<file path="config.mk">
export PLATFORM = sky130hd
export DESIGN_NAME = rpmlk_top
export DESIGN_NICKNAME = d
export VERILOG_FILES = /design/src/hdl/rpmlk_pkg.sv /design/src/hdl/rpmlk_pin_drive.sv /design/src/hdl/rpmlk_top.sv
export SDC_FILE = /design/constraint.sdc
export NUM_CORES = 1
export LEC_CHECK = 0
export ABC_CLOCK_PERIOD_IN_PS = 1900
export BUFFER_PORTS_ARGS = -buffer_cell sky130_fd_sc_hd__buf_2
export CAP_MARGIN = 5
export CORE_MARGIN = 1
export CORE_UTILIZATION = 40
export CTS_BUF_LIST = sky130_fd_sc_hd__clkbuf_2
export CTS_CLUSTER_DIAMETER = 200
export DETAILED_ROUTE_END_ITERATION = 8
export MAX_ROUTING_LAYER = met4
export PLACE_DENSITY = 0.61
export SLEW_MARGIN = 20
export SYNTH_ARGS = -nofsm -noshare
export SYNTH_HDL_FRONTEND = slang
export SYNTH_SLANG_ARGS = --single-unit
</file>
<file path="constraint.sdc">
create_clock -name clk_in -period 1.9 [get_ports clk_in]
set_clock_uncertainty 0.05 [all_clocks]
set_input_delay 0.285 -clock clk_in [delete_from_list [all_inputs] [get_ports clk_in]]
set_output_delay 0.285 -clock clk_in [all_outputs]
set_load 0.02 [all_outputs]
</file>
<file path="src/hdl/rpmlk_pkg.sv">
// Constants, field layouts and carrier types for the remappable pin output mux.
// Assumes one 20 MHz clock and a 16-bit plain register port with 4-bit word addresses.
`default_nettype none

package rpmlk_pkg;

    localparam int PIN_COUNT      = 8;
    localparam int PIN_IDX_W      = 3;
    localparam int SEL_W          = 5;
    localparam int DATA_W         = 16;
    localparam int ADDR_W         = 4;
    localparam int OUT_REG_COUNT  = 4;
    localparam int IN_REG_COUNT   = 2;
    localparam int IN_FIELD_COUNT = 4;
    localparam int IRQ_W          = 5;
    localparam int CFG_W          = 8;

    // Register addresses
    localparam logic [ADDR_W-1:0] ADDR_OSC_CTRL   = 4'h0;
    localparam logic [ADDR_W-1:0] ADDR_OUT_MAP0   = 4'h1;
    localparam logic [ADDR_W-1:0] ADDR_IN_MAP0    = 4'h5;
    localparam logic [ADDR_W-1:0] ADDR_ANALOG     = 4'h7;
    localparam logic [ADDR_W-1:0] ADDR_IRQ_STATUS = 4'h8;
    localparam logic [ADDR_W-1:0] ADDR_IRQ_MASK   = 4'h9;
    localparam logic [ADDR_W-1:0] ADDR_PIN_READ   = 4'ha;

    // Field positions
    localparam int LOCK_BIT        = 6;
    localparam int ONE_WAY_BIT     = 5;
    localparam int LOCK_SEEN_BIT   = 4;
    localparam int FIELD_LO_POS    = 0;
    localparam int FIELD_HI_POS    = 8;
    localparam int FIELD_STRIDE    = 8;

    // Unlock key bytes
    localparam logic [7:0] KEY_FIRST  = 8'h46;
    localparam logic [7:0] KEY_SECOND = 8'h57;

    // Output selector codes and the input ground code
    localparam logic [SEL_W-1:0] SEL_NULL       = 5'h00;
    localparam logic [SEL_W-1:0] SEL_SERIAL_TX  = 5'h03;
    localparam logic [SEL_W-1:0] SEL_SERIAL_RTS = 5'h04;
    localparam logic [SEL_W-1:0] SEL_SPI_DATA   = 5'h07;
    localparam logic [SEL_W-1:0] SEL_SPI_CLOCK  = 5'h08;
    localparam logic [SEL_W-1:0] SEL_SPI_SELECT = 5'h09;
    localparam logic [SEL_W-1:0] SEL_COMPARE_A  = 5'h12;
    localparam logic [SEL_W-1:0] SEL_COMPARE_B  = 5'h13;
    localparam logic [SEL_W-1:0] IN_SEL_GROUND  = 5'h1f;

    // Reset values and write masks
    localparam logic [DATA_W-1:0]    OUT_MAP_RESET  = 16'h0000;
    localparam logic [DATA_W-1:0]    IN_MAP_RESET   = 16'h1f1f;
    localparam logic [DATA_W-1:0]    MAP_FIELD_MASK = 16'h1f1f;
    localparam logic [PIN_COUNT-1:0] ANALOG_RESET   = 8'hff;
    localparam logic [IRQ_W-1:0]     IRQ_RESET      = 5'h00;

    // Interrupt status bit positions
    localparam int IRQ_LOCKED_WRITE = 0;
    localparam int IRQ_LOCK_CHANGED = 1;
    localparam int IRQ_LOCK_REFUSED = 2;
    localparam int IRQ_MISMATCH     = 3;
    localparam int IRQ_KEY_CANCEL   = 4;

    typedef enum logic [1:0] {
        KEY_IDLE  = 2'b00,
        KEY_HALF  = 2'b01,
        KEY_ARMED = 2'b10
    } rpmlk_key_t;

    // Outputs of the on-chip peripherals, candidates for a pin
    typedef struct packed {
        logic serial_tx_out;
        logic serial_rts_out;
        logic spi_data_out;
        logic spi_clock_out;
        logic spi_select_out;
        logic compare_out_a;
        logic compare_out_b;
    } rpmlk_periph_out_t;

    // Peripheral inputs fed from a selected pin
    typedef struct packed {
        logic serial_rx;
        logic spi_data_in;
        logic spi_clock_in;
        logic spi_select_in;
    } rpmlk_periph_in_t;

    typedef struct packed {
        logic [OUT_REG_COUNT-1:0][DATA_W-1:0] out_map;
        logic [OUT_REG_COUNT-1:0][DATA_W-1:0] out_shadow;
        logic [IN_REG_COUNT-1:0][DATA_W-1:0]  in_map;
        logic [IN_REG_COUNT-1:0][DATA_W-1:0]  in_shadow;
        logic                                 lock;
        logic                                 lock_seen;
        rpmlk_key_t                           key;
        logic [2:0][PIN_COUNT-1:0]            pad_sync;
        logic [PIN_COUNT-1:0]                 pad_filt;
        logic [2:0]                           cfg_sync;
        logic                                 one_way;
        logic [PIN_COUNT-1:0]                 analog;
        logic [IRQ_W-1:0]                     status;
        logic [IRQ_W-1:0]                     mask;
        logic [DATA_W-1:0]                    rdata;
        logic [PIN_COUNT-1:0]                 pin_val;
        logic [PIN_COUNT-1:0]                 pin_oe;
        logic [PIN_COUNT-1:0]                 pin_read;
        rpmlk_periph_in_t                     to_periph;
        logic                                 irq;
        logic                                 mismatch;
    } rpmlk_state_t;

endpackage

`default_nettype wire

</file>
<file path="src/hdl/rpmlk_pin_drive.sv">
// One pad's output selection: analog, then remapped peripheral, then default port.
// Purely combinational; the caller registers the result.
`default_nettype none

module rpmlk_pin_drive
    import rpmlk_pkg::*;
(
    // Selection
    input  wire logic [SEL_W-1:0]  sel_in,
    input  wire logic              analog_in,
    // Sources
    input  wire rpmlk_periph_out_t periph_in,
    input  wire logic              port_data_in,
    input  wire logic              direction_in,
    // Pad drive
    output logic                   val_out,
    output logic                   oe_out
);

    logic hit;
    logic pv;

    always_comb begin
        hit = 1'b1;
        pv  = 1'b0;
        case (sel_in)
            SEL_SERIAL_TX:  pv = periph_in.serial_tx_out;
            SEL_SERIAL_RTS: pv = periph_in.serial_rts_out;
            SEL_SPI_DATA:   pv = periph_in.spi_data_out;
            SEL_SPI_CLOCK:  pv = periph_in.spi_clock_out;
            SEL_SPI_SELECT: pv = periph_in.spi_select_out;
            SEL_COMPARE_A:  pv = periph_in.compare_out_a;
            SEL_COMPARE_B:  pv = periph_in.compare_out_b;
            default:        hit = 1'b0;
        endcase
        if (analog_in) begin
            // Analog owns the pad; digital drive is held off
            val_out = 1'b0;
            oe_out  = 1'b0;
        end else if (hit) begin
            val_out = pv;
            oe_out  = 1'b1;
        end else begin
            val_out = port_data_in;
            oe_out  = ~direction_in;
        end
    end

endmodule

`default_nettype wire

</file>
<file path="src/hdl/rpmlk_top.sv">
// Remappable pin output mux with write lock, unlock key, one-way lock and shadow check.
// Assumes a 20 MHz clk_in, a plain register port and pads sampled from outside the domain.
//
// Contract
// - Each remappable pin has its own 5-bit selector choosing the peripheral that drives it.
// - Selector zero leaves the pin with its default port function.
// - Code 00011 drives the serial transmitter and code 00100 the serial request-to-send.
// - Codes 00111, 01000 and 01001 drive SPI data, SPI clock and SPI select outputs.
// - Codes 10010 and 10011 drive the first and second compare outputs.
// - While locked, writes to mapping registers complete but change nothing.
// - The lock is bit 6 of the oscillator control register; one blocks, zero permits.
// - Lock changes are taken only after 0x46 then 0x57 are written to the low byte.
// - The lock holds its value until changed and never re-locks by itself.
// - Shadow copies of the mapping registers are compared always; a mismatch fires a reset.
// - With the one-way bit 5 of the configuration word set, a set lock cannot be cleared.
// - The one-way bit defaults to set; when clear, any number of unlock sessions work.
// - Analog-capable pins come up analog after reset and read as 0 digitally.
// - The highest-priority enabled function owns a pin and suppresses those below.
// - Input selector n routes pin n to a peripheral input, all-ones ties it to ground.
`default_nettype none

module rpmlk_top
    import rpmlk_pkg::*;
(
    // Clock and reset
    input  wire logic                 clk_in,
    input  wire logic                 reset_n_in,
    // Register port
    input  wire logic [ADDR_W-1:0]    addr_in,
    input  wire logic [DATA_W-1:0]    wdata_in,
    input  wire logic                 wr_in,
    input  wire logic                 rd_in,
    output logic      [DATA_W-1:0]    rdata_out,
    // Oscillator configuration word
    input  wire logic [CFG_W-1:0]     osc_config_word_in,
    // Peripheral side
    input  wire rpmlk_periph_out_t    periph_outputs_in,
    output rpmlk_periph_in_t          periph_inputs_out,
    // Default port side
    input  wire logic [PIN_COUNT-1:0] port_data_in,
    input  wire logic [PIN_COUNT-1:0] direction_reg_in,
    output logic      [PIN_COUNT-1:0] pin_read_out,
    // Pads
    input  wire logic [PIN_COUNT-1:0] pad_in,
    output logic      [PIN_COUNT-1:0] pad_out,
    output logic      [PIN_COUNT-1:0] pad_oe_out,
    // Events
    output logic                      irq_out,
    output logic                      mismatch_reset_out
);

    rpmlk_state_t r;
    rpmlk_state_t next_r;

    logic [PIN_COUNT-1:0] mux_val;
    logic [PIN_COUNT-1:0] mux_oe;

    // One selector field per pin, two pins to a register
    genvar k;
    generate
        for (k = 0; k < PIN_COUNT; k = k + 1) begin : g_pin
            rpmlk_pin_drive u_drive (
                .sel_in       (r.out_map[k/2][(k%2)*FIELD_STRIDE +: SEL_W]),
                .analog_in    (r.analog[k]),
                .periph_in    (periph_outputs_in),
                .port_data_in (port_data_in[k]),
                .direction_in (direction_reg_in[k]),
                .val_out      (mux_val[k]),
                .oe_out       (mux_oe[k])
            );
        end
    endgenerate

    function automatic logic pick_pin(input logic [SEL_W-1:0]     sel,
                                      input logic [PIN_COUNT-1:0] pins);
        logic res;
        res = 1'b0;
        // Ground code and out-of-range pins both read as zero
        if (sel != IN_SEL_GROUND && sel < SEL_W'(PIN_COUNT)) begin
            res = pins[sel[PIN_IDX_W-1:0]];
        end
        return res;
    endfunction

    logic [IRQ_W-1:0]          set_ev;
    logic                      osc_wr;
    logic                      any_acc;
    logic                      map_hit;
    logic [PIN_COUNT-1:0]      agree;
    logic [PIN_COUNT-1:0]      dig_pins;
    logic [IN_FIELD_COUNT-1:0] in_vec;
    logic [DATA_W-1:0]         rd_mux;
    logic [SEL_W-1:0]          fld;

    always_comb begin
        next_r   = r;
        set_ev   = '0;
        map_hit  = 1'b0;
        rd_mux   = '0;
        in_vec   = '0;
        fld      = '0;
        osc_wr   = wr_in && (addr_in == ADDR_OSC_CTRL);
        any_acc  = wr_in || rd_in;

        // Pad and strap synchronisers; a change counts once stages two and three agree
        next_r.pad_sync = {r.pad_sync[1], r.pad_sync[0], pad_in};
        agree           = ~(r.pad_sync[1] ^ r.pad_sync[2]);
        next_r.pad_filt = (r.pad_filt & ~agree) | (r.pad_sync[2] & agree);
        next_r.cfg_sync = {r.cfg_sync[1], r.cfg_sync[0], osc_config_word_in[ONE_WAY_BIT]};
        if (r.cfg_sync[1] == r.cfg_sync[2]) begin
            next_r.one_way = r.cfg_sync[2];
        end

        // Unlock key sequencer
        case (r.key)
            KEY_IDLE: begin
                if (osc_wr && wdata_in[7:0] == KEY_FIRST) begin
                    next_r.key = KEY_HALF;
                end
            end
            KEY_HALF: begin
                if (osc_wr && wdata_in[7:0] == KEY_SECOND) begin
                    next_r.key = KEY_ARMED;
                end else if (osc_wr && wdata_in[7:0] == KEY_FIRST) begin
                    next_r.key = KEY_HALF;
                end else if (any_acc) begin
                    next_r.key = KEY_IDLE;
                    set_ev[IRQ_KEY_CANCEL] = 1'b1;
                end
            end
            KEY_ARMED: begin
                if (osc_wr) begin
                    next_r.key = KEY_IDLE;
                    if (r.one_way && r.lock_seen && !wdata_in[LOCK_BIT]) begin
                        set_ev[IRQ_LOCK_REFUSED] = 1'b1;
                    end else begin
                        next_r.lock = wdata_in[LOCK_BIT];
                        if (wdata_in[LOCK_BIT] != r.lock) begin
                            set_ev[IRQ_LOCK_CHANGED] = 1'b1;
                        end
                    end
                    if (wdata_in[LOCK_BIT]) begin
                        next_r.lock_seen = 1'b1;
                    end
                end else if (any_acc) begin
                    next_r.key = KEY_IDLE;
                    set_ev[IRQ_KEY_CANCEL] = 1'b1;
                end
            end
            default: next_r.key = KEY_IDLE;
        endcase

        // Mapping register writes; shadows follow every accepted write
        for (int i = 0; i < OUT_REG_COUNT; i++) begin
            if (wr_in && addr_in == ADDR_OUT_MAP0 + ADDR_W'(i)) begin
                map_hit = 1'b1;
                if (!r.lock) begin
                    next_r.out_map[i]    = wdata_in & MAP_FIELD_MASK;
                    next_r.out_shadow[i] = wdata_in & MAP_FIELD_MASK;
                end
            end
        end
        for (int i = 0; i < IN_REG_COUNT; i++) begin
            if (wr_in && addr_in == ADDR_IN_MAP0 + ADDR_W'(i)) begin
                map_hit = 1'b1;
                if (!r.lock) begin
                    next_r.in_map[i]    = wdata_in & MAP_FIELD_MASK;
                    next_r.in_shadow[i] = wdata_in & MAP_FIELD_MASK;
                end
            end
        end
        if (map_hit && r.lock) begin
            set_ev[IRQ_LOCKED_WRITE] = 1'b1;
        end

        if (wr_in && addr_in == ADDR_ANALOG) begin
            next_r.analog = wdata_in[PIN_COUNT-1:0];
        end
        if (wr_in && addr_in == ADDR_IRQ_MASK) begin
            next_r.mask = wdata_in[IRQ_W-1:0];
        end

        // Continuous shadow comparison; any disturbance of a stored cell fires
        next_r.mismatch = (r.out_map != r.out_shadow) || (r.in_map != r.in_shadow);
        if (next_r.mismatch) begin
            set_ev[IRQ_MISMATCH] = 1'b1;
        end

        // Read data, valid only in the cycle after the strobe
        case (addr_in)
            ADDR_OSC_CTRL: begin
                rd_mux[LOCK_BIT]      = r.lock;
                rd_mux[ONE_WAY_BIT]   = r.one_way;
                rd_mux[LOCK_SEEN_BIT] = r.lock_seen;
            end
            ADDR_ANALOG:     rd_mux[PIN_COUNT-1:0] = r.analog;
            ADDR_IRQ_STATUS: rd_mux[IRQ_W-1:0]     = r.status;
            ADDR_IRQ_MASK:   rd_mux[IRQ_W-1:0]     = r.mask;
            ADDR_PIN_READ:   rd_mux[PIN_COUNT-1:0] = r.pin_read;
            default: begin
                for (int i = 0; i < OUT_REG_COUNT; i++) begin
                    if (addr_in == ADDR_OUT_MAP0 + ADDR_W'(i)) begin
                        rd_mux = r.out_map[i];
                    end
                end
                for (int i = 0; i < IN_REG_COUNT; i++) begin
                    if (addr_in == ADDR_IN_MAP0 + ADDR_W'(i)) begin
                        rd_mux = r.in_map[i];
                    end
                end
            end
        endcase
        next_r.rdata = rd_in ? rd_mux : '0;

        // Sticky status; a read clears it but an event in the same cycle survives
        if (rd_in && addr_in == ADDR_IRQ_STATUS) begin
            next_r.status = set_ev;
        end else begin
            next_r.status = r.status | set_ev;
        end
        next_r.irq = |(next_r.status & next_r.mask);

        // Digital reads of analog pins return zero
        dig_pins        = r.pad_filt & ~r.analog;
        next_r.pin_read = dig_pins;

        // Input routing: field order serial_rx, spi_data_in, spi_clock_in, spi_select_in
        for (int j = 0; j < IN_FIELD_COUNT; j++) begin
            fld = r.in_map[j/2][(j%2)*FIELD_STRIDE +: SEL_W];
            in_vec[IN_FIELD_COUNT-1-j] = pick_pin(fld, dig_pins);
        end
        next_r.to_periph = rpmlk_periph_in_t'(in_vec);

        // Registered pad drive keeps every pad output glitch-free
        next_r.pin_val = mux_val;
        next_r.pin_oe  = mux_oe;
    end

    always_ff @(posedge clk_in or negedge reset_n_in) begin
        if (!reset_n_in) begin
            r.out_map    <= {OUT_REG_COUNT{OUT_MAP_RESET}};
            r.out_shadow <= {OUT_REG_COUNT{OUT_MAP_RESET}};
            r.in_map     <= {IN_REG_COUNT{IN_MAP_RESET}};
            r.in_shadow  <= {IN_REG_COUNT{IN_MAP_RESET}};
            r.lock       <= 1'b0;
            r.lock_seen  <= 1'b0;
            r.key        <= KEY_IDLE;
            r.pad_sync   <= '0;
            r.pad_filt   <= '0;
            r.cfg_sync   <= 3'h7;
            r.one_way    <= 1'b1;
            r.analog     <= ANALOG_RESET;
            r.status     <= IRQ_RESET;
            r.mask       <= IRQ_RESET;
            r.rdata      <= '0;
            r.pin_val    <= '0;
            r.pin_oe     <= '0;
            r.pin_read   <= '0;
            r.to_periph  <= '0;
            r.irq        <= 1'b0;
            r.mismatch   <= 1'b0;
        end else begin
            r <= next_r;
        end
    end

    assign rdata_out          = r.rdata;
    assign periph_inputs_out  = r.to_periph;
    assign pin_read_out       = r.pin_read;
    assign pad_out            = r.pin_val;
    assign pad_oe_out         = r.pin_oe;
    assign irq_out            = r.irq;
    assign mismatch_reset_out = r.mismatch;

endmodule

`default_nettype wire

</file>
# ---- Yosys cells after proc, flatten, opt, wreduce, memory -nomap -nowiden
# Index checks and enable logic that the tools add are counted.
dict set report totals {
  output_inout_bits 46
  ramBits 0
  word_cells 272
  romBits 0
  inputBits 63
  latch_bits 0
  regBits 163
  mem_count 0
}
dict set report classes {
  add_sub_neg 0
  n_shift 0
  bitwise_logic 20
  n_eq_ne 77
  mux 97
  n_reduce_logical 43
  multipliers 0
  div 0
  magnitude_cmp 8
}
# op n
set ops {}
lappend ops {{$mux 16} 6}
lappend ops {{$eq 5x3->1 const B} 16}
lappend ops {{$eq 5x4->1 const B} 16}
lappend ops {{$eq 5x5->1 const B} 16}
lappend ops {{$mux 1} 62}
lappend ops {{$pmux 1 s7} 8}
lappend ops {{$reduce_or 7->1} 8}
lappend ops {{$eq 5x2->1 const B} 8}
lappend ops {{$and 8x8->8} 3}
lappend ops {{$not 8->8} 3}
lappend ops {{$lt 5x4->1 const B} 4}
lappend ops {{$ne 5x5->1 const B} 4}
lappend ops {{$pmux 4 s5} 1}
lappend ops {{$logic_and 1x1->1} 19}
lappend ops {{$eq 4x3->1 const B} 4}
lappend ops {{$eq 8x7->1 const B} 2}
lappend ops {{$lt 3x4->1 const B} 4}
lappend ops {{$mux 2} 7}
lappend ops {{$mux 13} 1}
lappend ops {{$bmux 1 s3} 4}
lappend ops {{$eq 4x4->1 const B} 3}
lappend ops {{$reduce_and 2->1} 6}
lappend ops {{$mux 5} 2}
lappend ops {{$not 1->1} 10}
lappend ops {{other kinds (25)} 28}

# ---- Depth between registers and ports, before layout
# Gate-level depths: netlist of run 1.
dict set report logic_depth {
  ltp_word 14
  depth_mapped 8
  ltp_nobuf 7
}

# ---- Cells and area by module
# A second synthesis of run 1 with hierarchy kept.
dict set report unflattened {
  cells_unflattened 697
  hier_area_um2 8199.1
}
# module n_inst area_per_inst_um2 cells_per_inst seq_area_each_um2
set modules_own_cells {}
lappend modules_own_cells {rpmlk_top 1 7028.0 537 4043.9}
lappend modules_own_cells {rpmlk_pin_drive 8 146.4 20 0.0}

# ---- Least setup slack after synthesis of run 1
# OpenSTA, ideal clock, no wires.
dict set report synth_timing {
  kind {input -> register}
  from {input port addr_in[1]}
  to {register r[101] in the netlist's numbering}
  required_ns 1.724
  path_buffers 1
  arrival_ns 1.484
  cell_stages 6
  setup_time_ns 0.126
  setup_slack_ns 0.240
  path_cell_list {buf_6 nor4_4 nand4_2 nor3_4 o21bai_1 a221o_1}
}
dict set report synth_via {
  elab_chain_len 6
  elab_cells_between_ends 9
  classes_between {1 x eq/ne; 4 x mux; 4 x reduce/logical}
}
# element line_no
set synth_rtl {}
lappend synth_rtl {{from (decl)} rpmlk_top.sv:29} ;# input wire logic [ADDR_W-1:0] addr_in,
lappend synth_rtl {{$logic_not 4->1 *} rpmlk_top.sv:102} ;# osc_wr = wr_in && (addr_in == ADDR_OSC_CTRL);
lappend synth_rtl {{$logic_and 1x1->1 *} rpmlk_top.sv:102}
lappend synth_rtl {{$logic_and 1x1->1} {rpmlk_top.sv:117, rpmlk_top.sv:124}}
lappend synth_rtl {{$mux 2} rpmlk_top.sv:124} ;# end else if (osc_wr && wdata_in[7:0] == KEY_FIRST) begin
lappend synth_rtl {{$mux 2} rpmlk_top.sv:122} ;# if (osc_wr && wdata_in[7:0] == KEY_SECOND) begin
lappend synth_rtl {{$pmux 2 s3} rpmlk_top.sv:115} ;# case (r.key)
lappend synth_rtl {{to (signal assigned)} rpmlk_top.sv:263} ;# r <= next_r;
lappend synth_rtl {{to (decl)} rpmlk_top.sv:52} ;# rpmlk_state_t r;
# Mark *: on every way between the ends. The rest lies on a longest branch, timed or not.
# A chain may end at the register's enable or synchronous reset.

==> flow_summary.json, run 1 <==
{
  "cts_sinks": 160,
  "layoutNonFillerInstCount": 1109,
  "yosys.area.top_type": "dfrtp_1",
  "clk_pin_slew_ns": 0.23,
  "peakVddDrop_mv": 0.415,
  "first_pass_iters": 5,
  "nNetsFinal": 897,
  "cts_made_buffers": 17,
  "rsz0062_at_grt": "false",
  "ctsRootBufferMaster": "clkbuf_2",
  "fin_crit_sh_pct": 93.0,
  "min_to": "pad_out[5]$_DFF_PN0_",
  "rr_startpoint": "r[184]$_DFFE_PN0P_",
  "critPathRequiredTime_ns": 2.50,
  "cts_tree": "yes",
  "fin_ws_ns": 0.132,
  "critPathCaptureType": "register",
  "cp-startpoint": "r[184]$_DFFE_PN0P_",
  "grt_max_degree": 48,
  "die_y_um": 145,
  "initial_utilization_pct": 41.4,
  "fmax_mhz": 566,
  "yosysWarnings": 0,
  "start_kind": "register",
  "die_w_um": 145,
  "placedCellCount": 1030,
  "worstHoldStart": "periph_outputs_in[0]",
  "layout_commonest_cell": "dfrtp_1",
  "synth.top_cell.area_share_pct": 39.1,
  "antenna_left": 0,
  "antenna_found_initial": 1,
  "min_period_ns": 1.77,
  "setup_violations": 0,
  "drive_above_1_share_pct": 32.4,
  "grt_pass1_vias": 6252,
  "synth.avg_cell_area_um2": 11.6,
  "vias": 6130,
  "clk_latency_ns": 0.73,
  "reg2reg_to": "rdata_out[0]$_DFF_PN0_",
  "die_area_mm2": 0.0210,
  "yosysUniqueCellTypes": 70,
  "synth_area_leaders": "dfrtp_1 (39%), dfstp_2 (10%), mux2_2 (6.9%)",
  "pre_cts_ws_ns": -0.0915,
  "layout_common_cells": "dfrtp_1 (128), buf_2 (93), mux2_2 (50), dlygate4sd3_1 (45), a21oi_1 (43)",
  "synth_flop_cell": "dfrtp_1",
  "gp_congestion": 0.865,
  "track_usage_pct": 22.7,
  "cts.path.max_buffers": 2,
  "yosysSeqAreaShare_pct": 49.4,
  "holdCritPathClass": "in2reg",
  "finalInstanceArea_mm2": 0.00962,
  "crit_fanout": 7,
  "nFillCells": 1823,
  "r2r_slack_ns": 0.13,
  "drc": 0,
  "slew_violations": 0,
  "p_leak_nw": 4.25,
  "synth_seq_cells": 160,
  "post_cts_buffers": 0,
  "vias_per_cell": 5.53,
  "netlist_area_mm2": 0.00818,
  "synth_edf_count": 0,
  "final-hold-violation-count": 0,
  "reg2reg_depth": 5,
  "core.rowCount": 51,
  "drt-wirelength-per-cell_um": 20.3,
  "ios": 109,
  "coreArea_mm2": 0.0198,
  "portBuffers": 94,
  "hpwl_um": 16100,
  "area_growth_syn_to_layout_pct": 17.5,
  "overflow": 0,
  "maxCapViolCount": 0,
  "syn_inst": 706,
  "dr.first_iter.drc_count": 583,
  "dpl-instance-area_mm2": 0.00890,
  "htreeDepth": 4,
  "status": "completed",
  "whs_path_depth": 5,
  "grt_pass1_wl_um": 35200,
  "crit_arrival_ns": 2.37,
  "routed_wl_um": 22500,
  "async_reset_ff_share_pct": 100,
  "powerDensity_mw_per_mm2": 1050,
  "crit_type": "reg2reg"
}
==> worst max-delay path by stage <==
stage                     slack, ns  cells past startpoint                     end
final                          0.13                      5  rdata_out[0]$_DFF_PN0_
after global routing           0.02                      6       irq_out$_DFF_PN0_
after CTS                      0.11                      5  rdata_out[0]$_DFF_PN0_
after detailed placement      -0.09                      7      r[101]$_DFFE_PN0P_
after global placement        0.002                      7      r[101]$_DFFE_PN0P_
after floorplan                0.24                      6      r[101]$_DFFE_PN0P_
==> sequential cells by signal, summed over array words and instances (netlist names), named ones only <==
signal	cells
pin_read_out	8
r	92
next_r	18
rdata_out	13
pad_oe_out	8
irq_out	1
periph_inputs_out	4
pad_out	8
==> power breakdown <==
part	internal [mW]	leakage, nW	switching [mW]
clock network	0.742	0.157	1.19
registers	4.26	1.92	0.865
logic	1.52	2.18	1.51
==> cells by family (layout without fill, tap and decap cells) <==
logic type	after synthesis	in the layout	synth area share, %
simple gates	171	171	12.2
flops	160	160	49.4
fa+ha+maj	13	13	1.71
compound gates	140	140	12.0
xor+xnor	1	1	0.107
mux	122	122	17.5
buf+inv	98	232	7.05
other cells	1	5	0.0458
==> final cells by class <==
type | count | area (µm²) | area share, %
Sequential cell | 160 | 4040 | 42.1
Multi-Input combinational cell | 451 | 3570 | 37.2
Timing Repair Buffer | 186 | 1370 | 14.2
Tap cell | 265 | 332 | 3.45
Clock inverter | 12 | 144 | 1.50
Clock buffer | 20 | 100 | 1.04
Inverter | 14 | 52.6 | 0.547
Antenna cell | 1 | 2.50 | 0.0260
==> cell usage after synthesis, types with 3 or more instances <==
library cell and count:
mux4_2 8, inv_1 14, a221oi_1 9, nand2b_1 6
buf_1 3, a22o_1 6, a2bb2oi_1 4, nand4b_1 8
o21ai_0 12, nor4b_1 6, maj3_1 9, a211oi_1 8
mux2_1 39, nor3_1 15, nand2_1 32, nor4bb_1 3
nor2_1 40, nor3b_1 11, ha_1 4, clkbuf_1 18
and3_1 5, nand2_2 3, a21oi_1 43, a32oi_1 6
buf_2 12, dfstp_2 32, a22oi_1 9, and2_1 8
o32a_1 8, dfrtp_1 128, buf_4 47, o22ai_1 4
and3b_1 4, mux2_2 50, a31oi_1 3, o21bai_1 7
nor2b_1 13, mux2i_1 25
==> critical path: stages (launching register included) <==
cell	delay, ns
dfrtp_1	0.52
mux2_2	0.31
a221oi_1	0.31
a211oi_1	0.11
a221oi_1	0.31
nor2b_1	0.08
==> stage by stage <==
step | power, mW | utilization (%) | hold slack [ns] | TNS, ns
after floorplan | 7.23 | - | -0.0606 | 0
after global placement | 7.93 | 45.0 | 0.205 | 0
after detailed placement | 8.11 | 45.0 | 0.210 | -0.133
after CTS | 10.1 | 48.6 | 0.00540 | 0
after global routing | 10.7 | 48.6 | 0.0187 | 0
final | 10.1 | 48.6 | 0.0835 | 0
==> what timing repair did <==
| action | 4_1_cts | 5_1_grt |
|---|---|---|
| hold buffers | 46 | 0 |
| endpoints found under the hold margin | 254 | 0 |
| resized for setup | 0 | 0 |
==> per-layer routing <==
layer	track usage (%)	up-vias	wire length (µm)
met5	-	-	0
met4	8.62	0	517
met3	3.93	45	1190
met2	35.1	234	10700
met1	29.7	3059	10100
li1	-	2792	-
Power figures use the tool's default switching activity.
==> run 2: changes to the inputs <==
--- a/config.mk
+++ b/config.mk
@@ -13,6 +13,7 @@
 export CTS_BUF_LIST = sky130_fd_sc_hd__clkbuf_2
 export CTS_CLUSTER_DIAMETER = 200
 export DETAILED_ROUTE_END_ITERATION = 8
+export GPL_TIMING_DRIVEN = 0
 export MAX_ROUTING_LAYER = met4
 export PLACE_DENSITY = 0.61
 export SLEW_MARGIN = 20
==> run 2 against run 1 <==
Largest power group unchanged. Highest routed layer unchanged. Non-clock buffer count is 37 higher. Critical endpoint is now irq_out$_DFF_PN0_. Cell count up 3.3%. Clock power shrank 12%. Wire length fell by 4.6%.
==> flow_summary.json, run 2 (synthesized netlist as in run 1, its figures left out) <==
{
  "slew_violations": 0,
  "holdCritPathClass": "in2reg",
  "ctsRootBufferMaster": "clkbuf_2",
  "clkPwrFrac_pct": 16.8,
  "nFillCells": 1857,
  "overflow": 0,
  "crit_arrival_ns": 2.44,
  "setup_tns_ns": 0,
  "htreeDepth": 4,
  "wl_met2_um": 10100,
  "cp-startpoint": "r[100]$_DFFE_PN0P_",
  "crit_type": "reg2reg",
  "hpwl_um": 14900,
  "vias": 6120,
  "power_frac_seq_pct": 50.3,
  "portBuffers": 88,
  "layout_commonest_cell": "dfrtp_1",
  "topRoutingLayerUsed": "met4",
  "reg2reg_to": "irq_out$_DFF_PN0_",
  "relSlewSlack_pct": 51.1,
  "coreArea_mm2": 0.0198,
  "nNetsFinal": 934,
  "die_y_um": 145,
  "layout_common_cells": "dfrtp_1 (127), buf_2 (98), buf_4 (51), mux2_2 (50), dlygate4sd3_1 (47)",
  "vias_per_cell": 5.34,
  "grt_pass1_wl_um": 34300,
  "p_switching_mw": 3.56,
  "p_int_mw": 6.46,
  "powerDensity_mw_per_mm2": 1030,
  "clk_latency_ns": 0.76,
  "dr.first_iter.drc_count": 487,
  "initial_utilization_pct": 41.4,
  "grt_max_degree": 83,
  "rr_startpoint": "r[100]$_DFFE_PN0P_",
  "clk_pin_slew_ns": 0.24,
  "r2r_slack_ns": 0.07,
  "wl_met3_um": 985,
  "core.rowCount": 51,
  "worst_pin_slew_ns": 0.734,
  "critPathCaptureType": "register",
  "regArea_mm2": 0.00405,
  "fin_ws_ns": 0.0658,
  "antenna_left": 0,
  "largest_register": "r",
  "met1Wirelength_um": 10100,
  "die_area_mm2": 0.0210,
  "pre_cts_ws_ns": -0.159,
  "cts_made_buffers": 17,
  "die_w_um": 145,
  "crit_fanout": 5,
  "first_pass_iters": 5,
  "antenna_found_initial": 1,
  "cts.path.max_buffers": 2,
  "endpoint": "irq_out$_DFF_PN0_",
  "grt_pass1_vias": 5891,
  "drive_above_1_share_pct": 33.4,
  "critPathRequiredTime_ns": 2.51,
  "p_leak_nw": 4.32,
  "reg2reg_depth": 6,
  "drc": 0,
  "gp_congestion": 0.859,
  "setup_violations": 0,
  "fmax_mhz": 545,
  "start_kind": "register",
  "cts_tree": "yes",
  "largest_register_ffs": 92,
  "final-hold-violation-count": 0,
  "p_sw_share_pct": 35.5,
  "routed_wl_um": 21500,
  "peakVddDrop_mv": 0.491,
  "combPwrFrac_pct": 32.8,
  "maxCapViolCount": 0,
  "ios": 109,
  "fin_crit_sh_pct": 96.5,
  "min_period_ns": 1.83,
  "drt-wirelength-per-cell_um": 18.8,
  "track_usage_pct": 22.0,
  "hold_slack_ns": 0.0539,
  "area_growth_syn_to_layout_pct": 18.7,
  "multiInputGateArea_mm2": 0.00359,
  "cts_sinks": 160,
  "status": "completed"
}
[run 2: cell type report]
class / instances / share of cell area [%]
flip-flops and latches: 160 / 41.6
multi-input cells: 451 / 37.0
repair buffers: 139 / 10.0
plain buffers: 84 / 5.42
well taps: 265 / 3.41
clock buffers: 25 / 1.29
clock inverters: 7 / 0.696
inverters: 14 / 0.541
diodes: 1 / 0.0258
[run 2: how the worst min path moves through the flow]
stage                         start  slack (ns)              endpoint  depth (start not counted)
2_1_floorplan            reset_n_in       -0.06             async pin                          0
3_3_place_gp   next_r[90]$_DFF_PN0_        0.28  next_r[98]$_DFF_PN0_                          0
3_5_place_dp             reset_n_in        0.27  next_r[87]$_DFF_PN0_                          1
4_1_cts        periph_outputs_in[0]       0.002  pad_out[5]$_DFF_PN0_                          5
5_1_grt                 wdata_in[4]        0.05       r[55]$_DFF_PN0_                          5
6_report       periph_outputs_in[0]        0.05  pad_out[5]$_DFF_PN0_                          5
[run 2: power groups by stage]
stage / combinational, mW / sequential (mW) / clock [mW]
finish: 3.29 / 5.04 / 1.69
global route: 3.60 / 5.16 / 1.89
CTS: 3.27 / 5.03 / 1.75
detailed placement: 3.16 / 5.10 / 0
global placement: 3.11 / 5.08 / 0
floorplan: 2.42 / 4.80 / 0
[run 2: through the flow]
| step | cells | power [mW] | util (%) | cell area [µm²] |
|---|---|---|---|---|
| 2_1_floorplan | 709 | 7.23 | - | 8190 |
| 3_3_place_gp | 1062 | 8.19 | 45.3 | 8970 |
| 3_5_place_dp | 1063 | 8.26 | 45.5 | 9000 |
| 4_1_cts | 1143 | 10.0 | 48.9 | 9680 |
| 5_1_grt | 1146 | 10.6 | 49.1 | 9710 |
| 6_report | 1146 | 10.0 | 49.1 | 9710 |
[run 2: what timing repair did]
| action | CTS | global route |
|---|---|---|
| hold endpoints to repair | 247 | 0 |
| setup endpoints to repair | 9 | 30 |
| pin swaps | 0 | 2 |
| hold buffers | 47 | 0 |
| setup buffers | 1 | 2 |
| gates cloned | 0 | 0 |
| gates resized for setup | 2 | 5 |
[run 2: per-layer routing]
layer  GRT usage [%]  up-vias
met5               -        -
met4            6.81        0
met3            2.77       23
met2            33.1      178
met1            30.9     3042
li1                -     2877
[run 2: critical path, cell delays in order, from the launching register on]
cell and delay (ns):
dfrtp_1 0.44, inv_2 0.07, ha_2 0.20, and3_2 0.23, a22o_1 0.22, a222oi_1 0.37
nand3_1 0.15
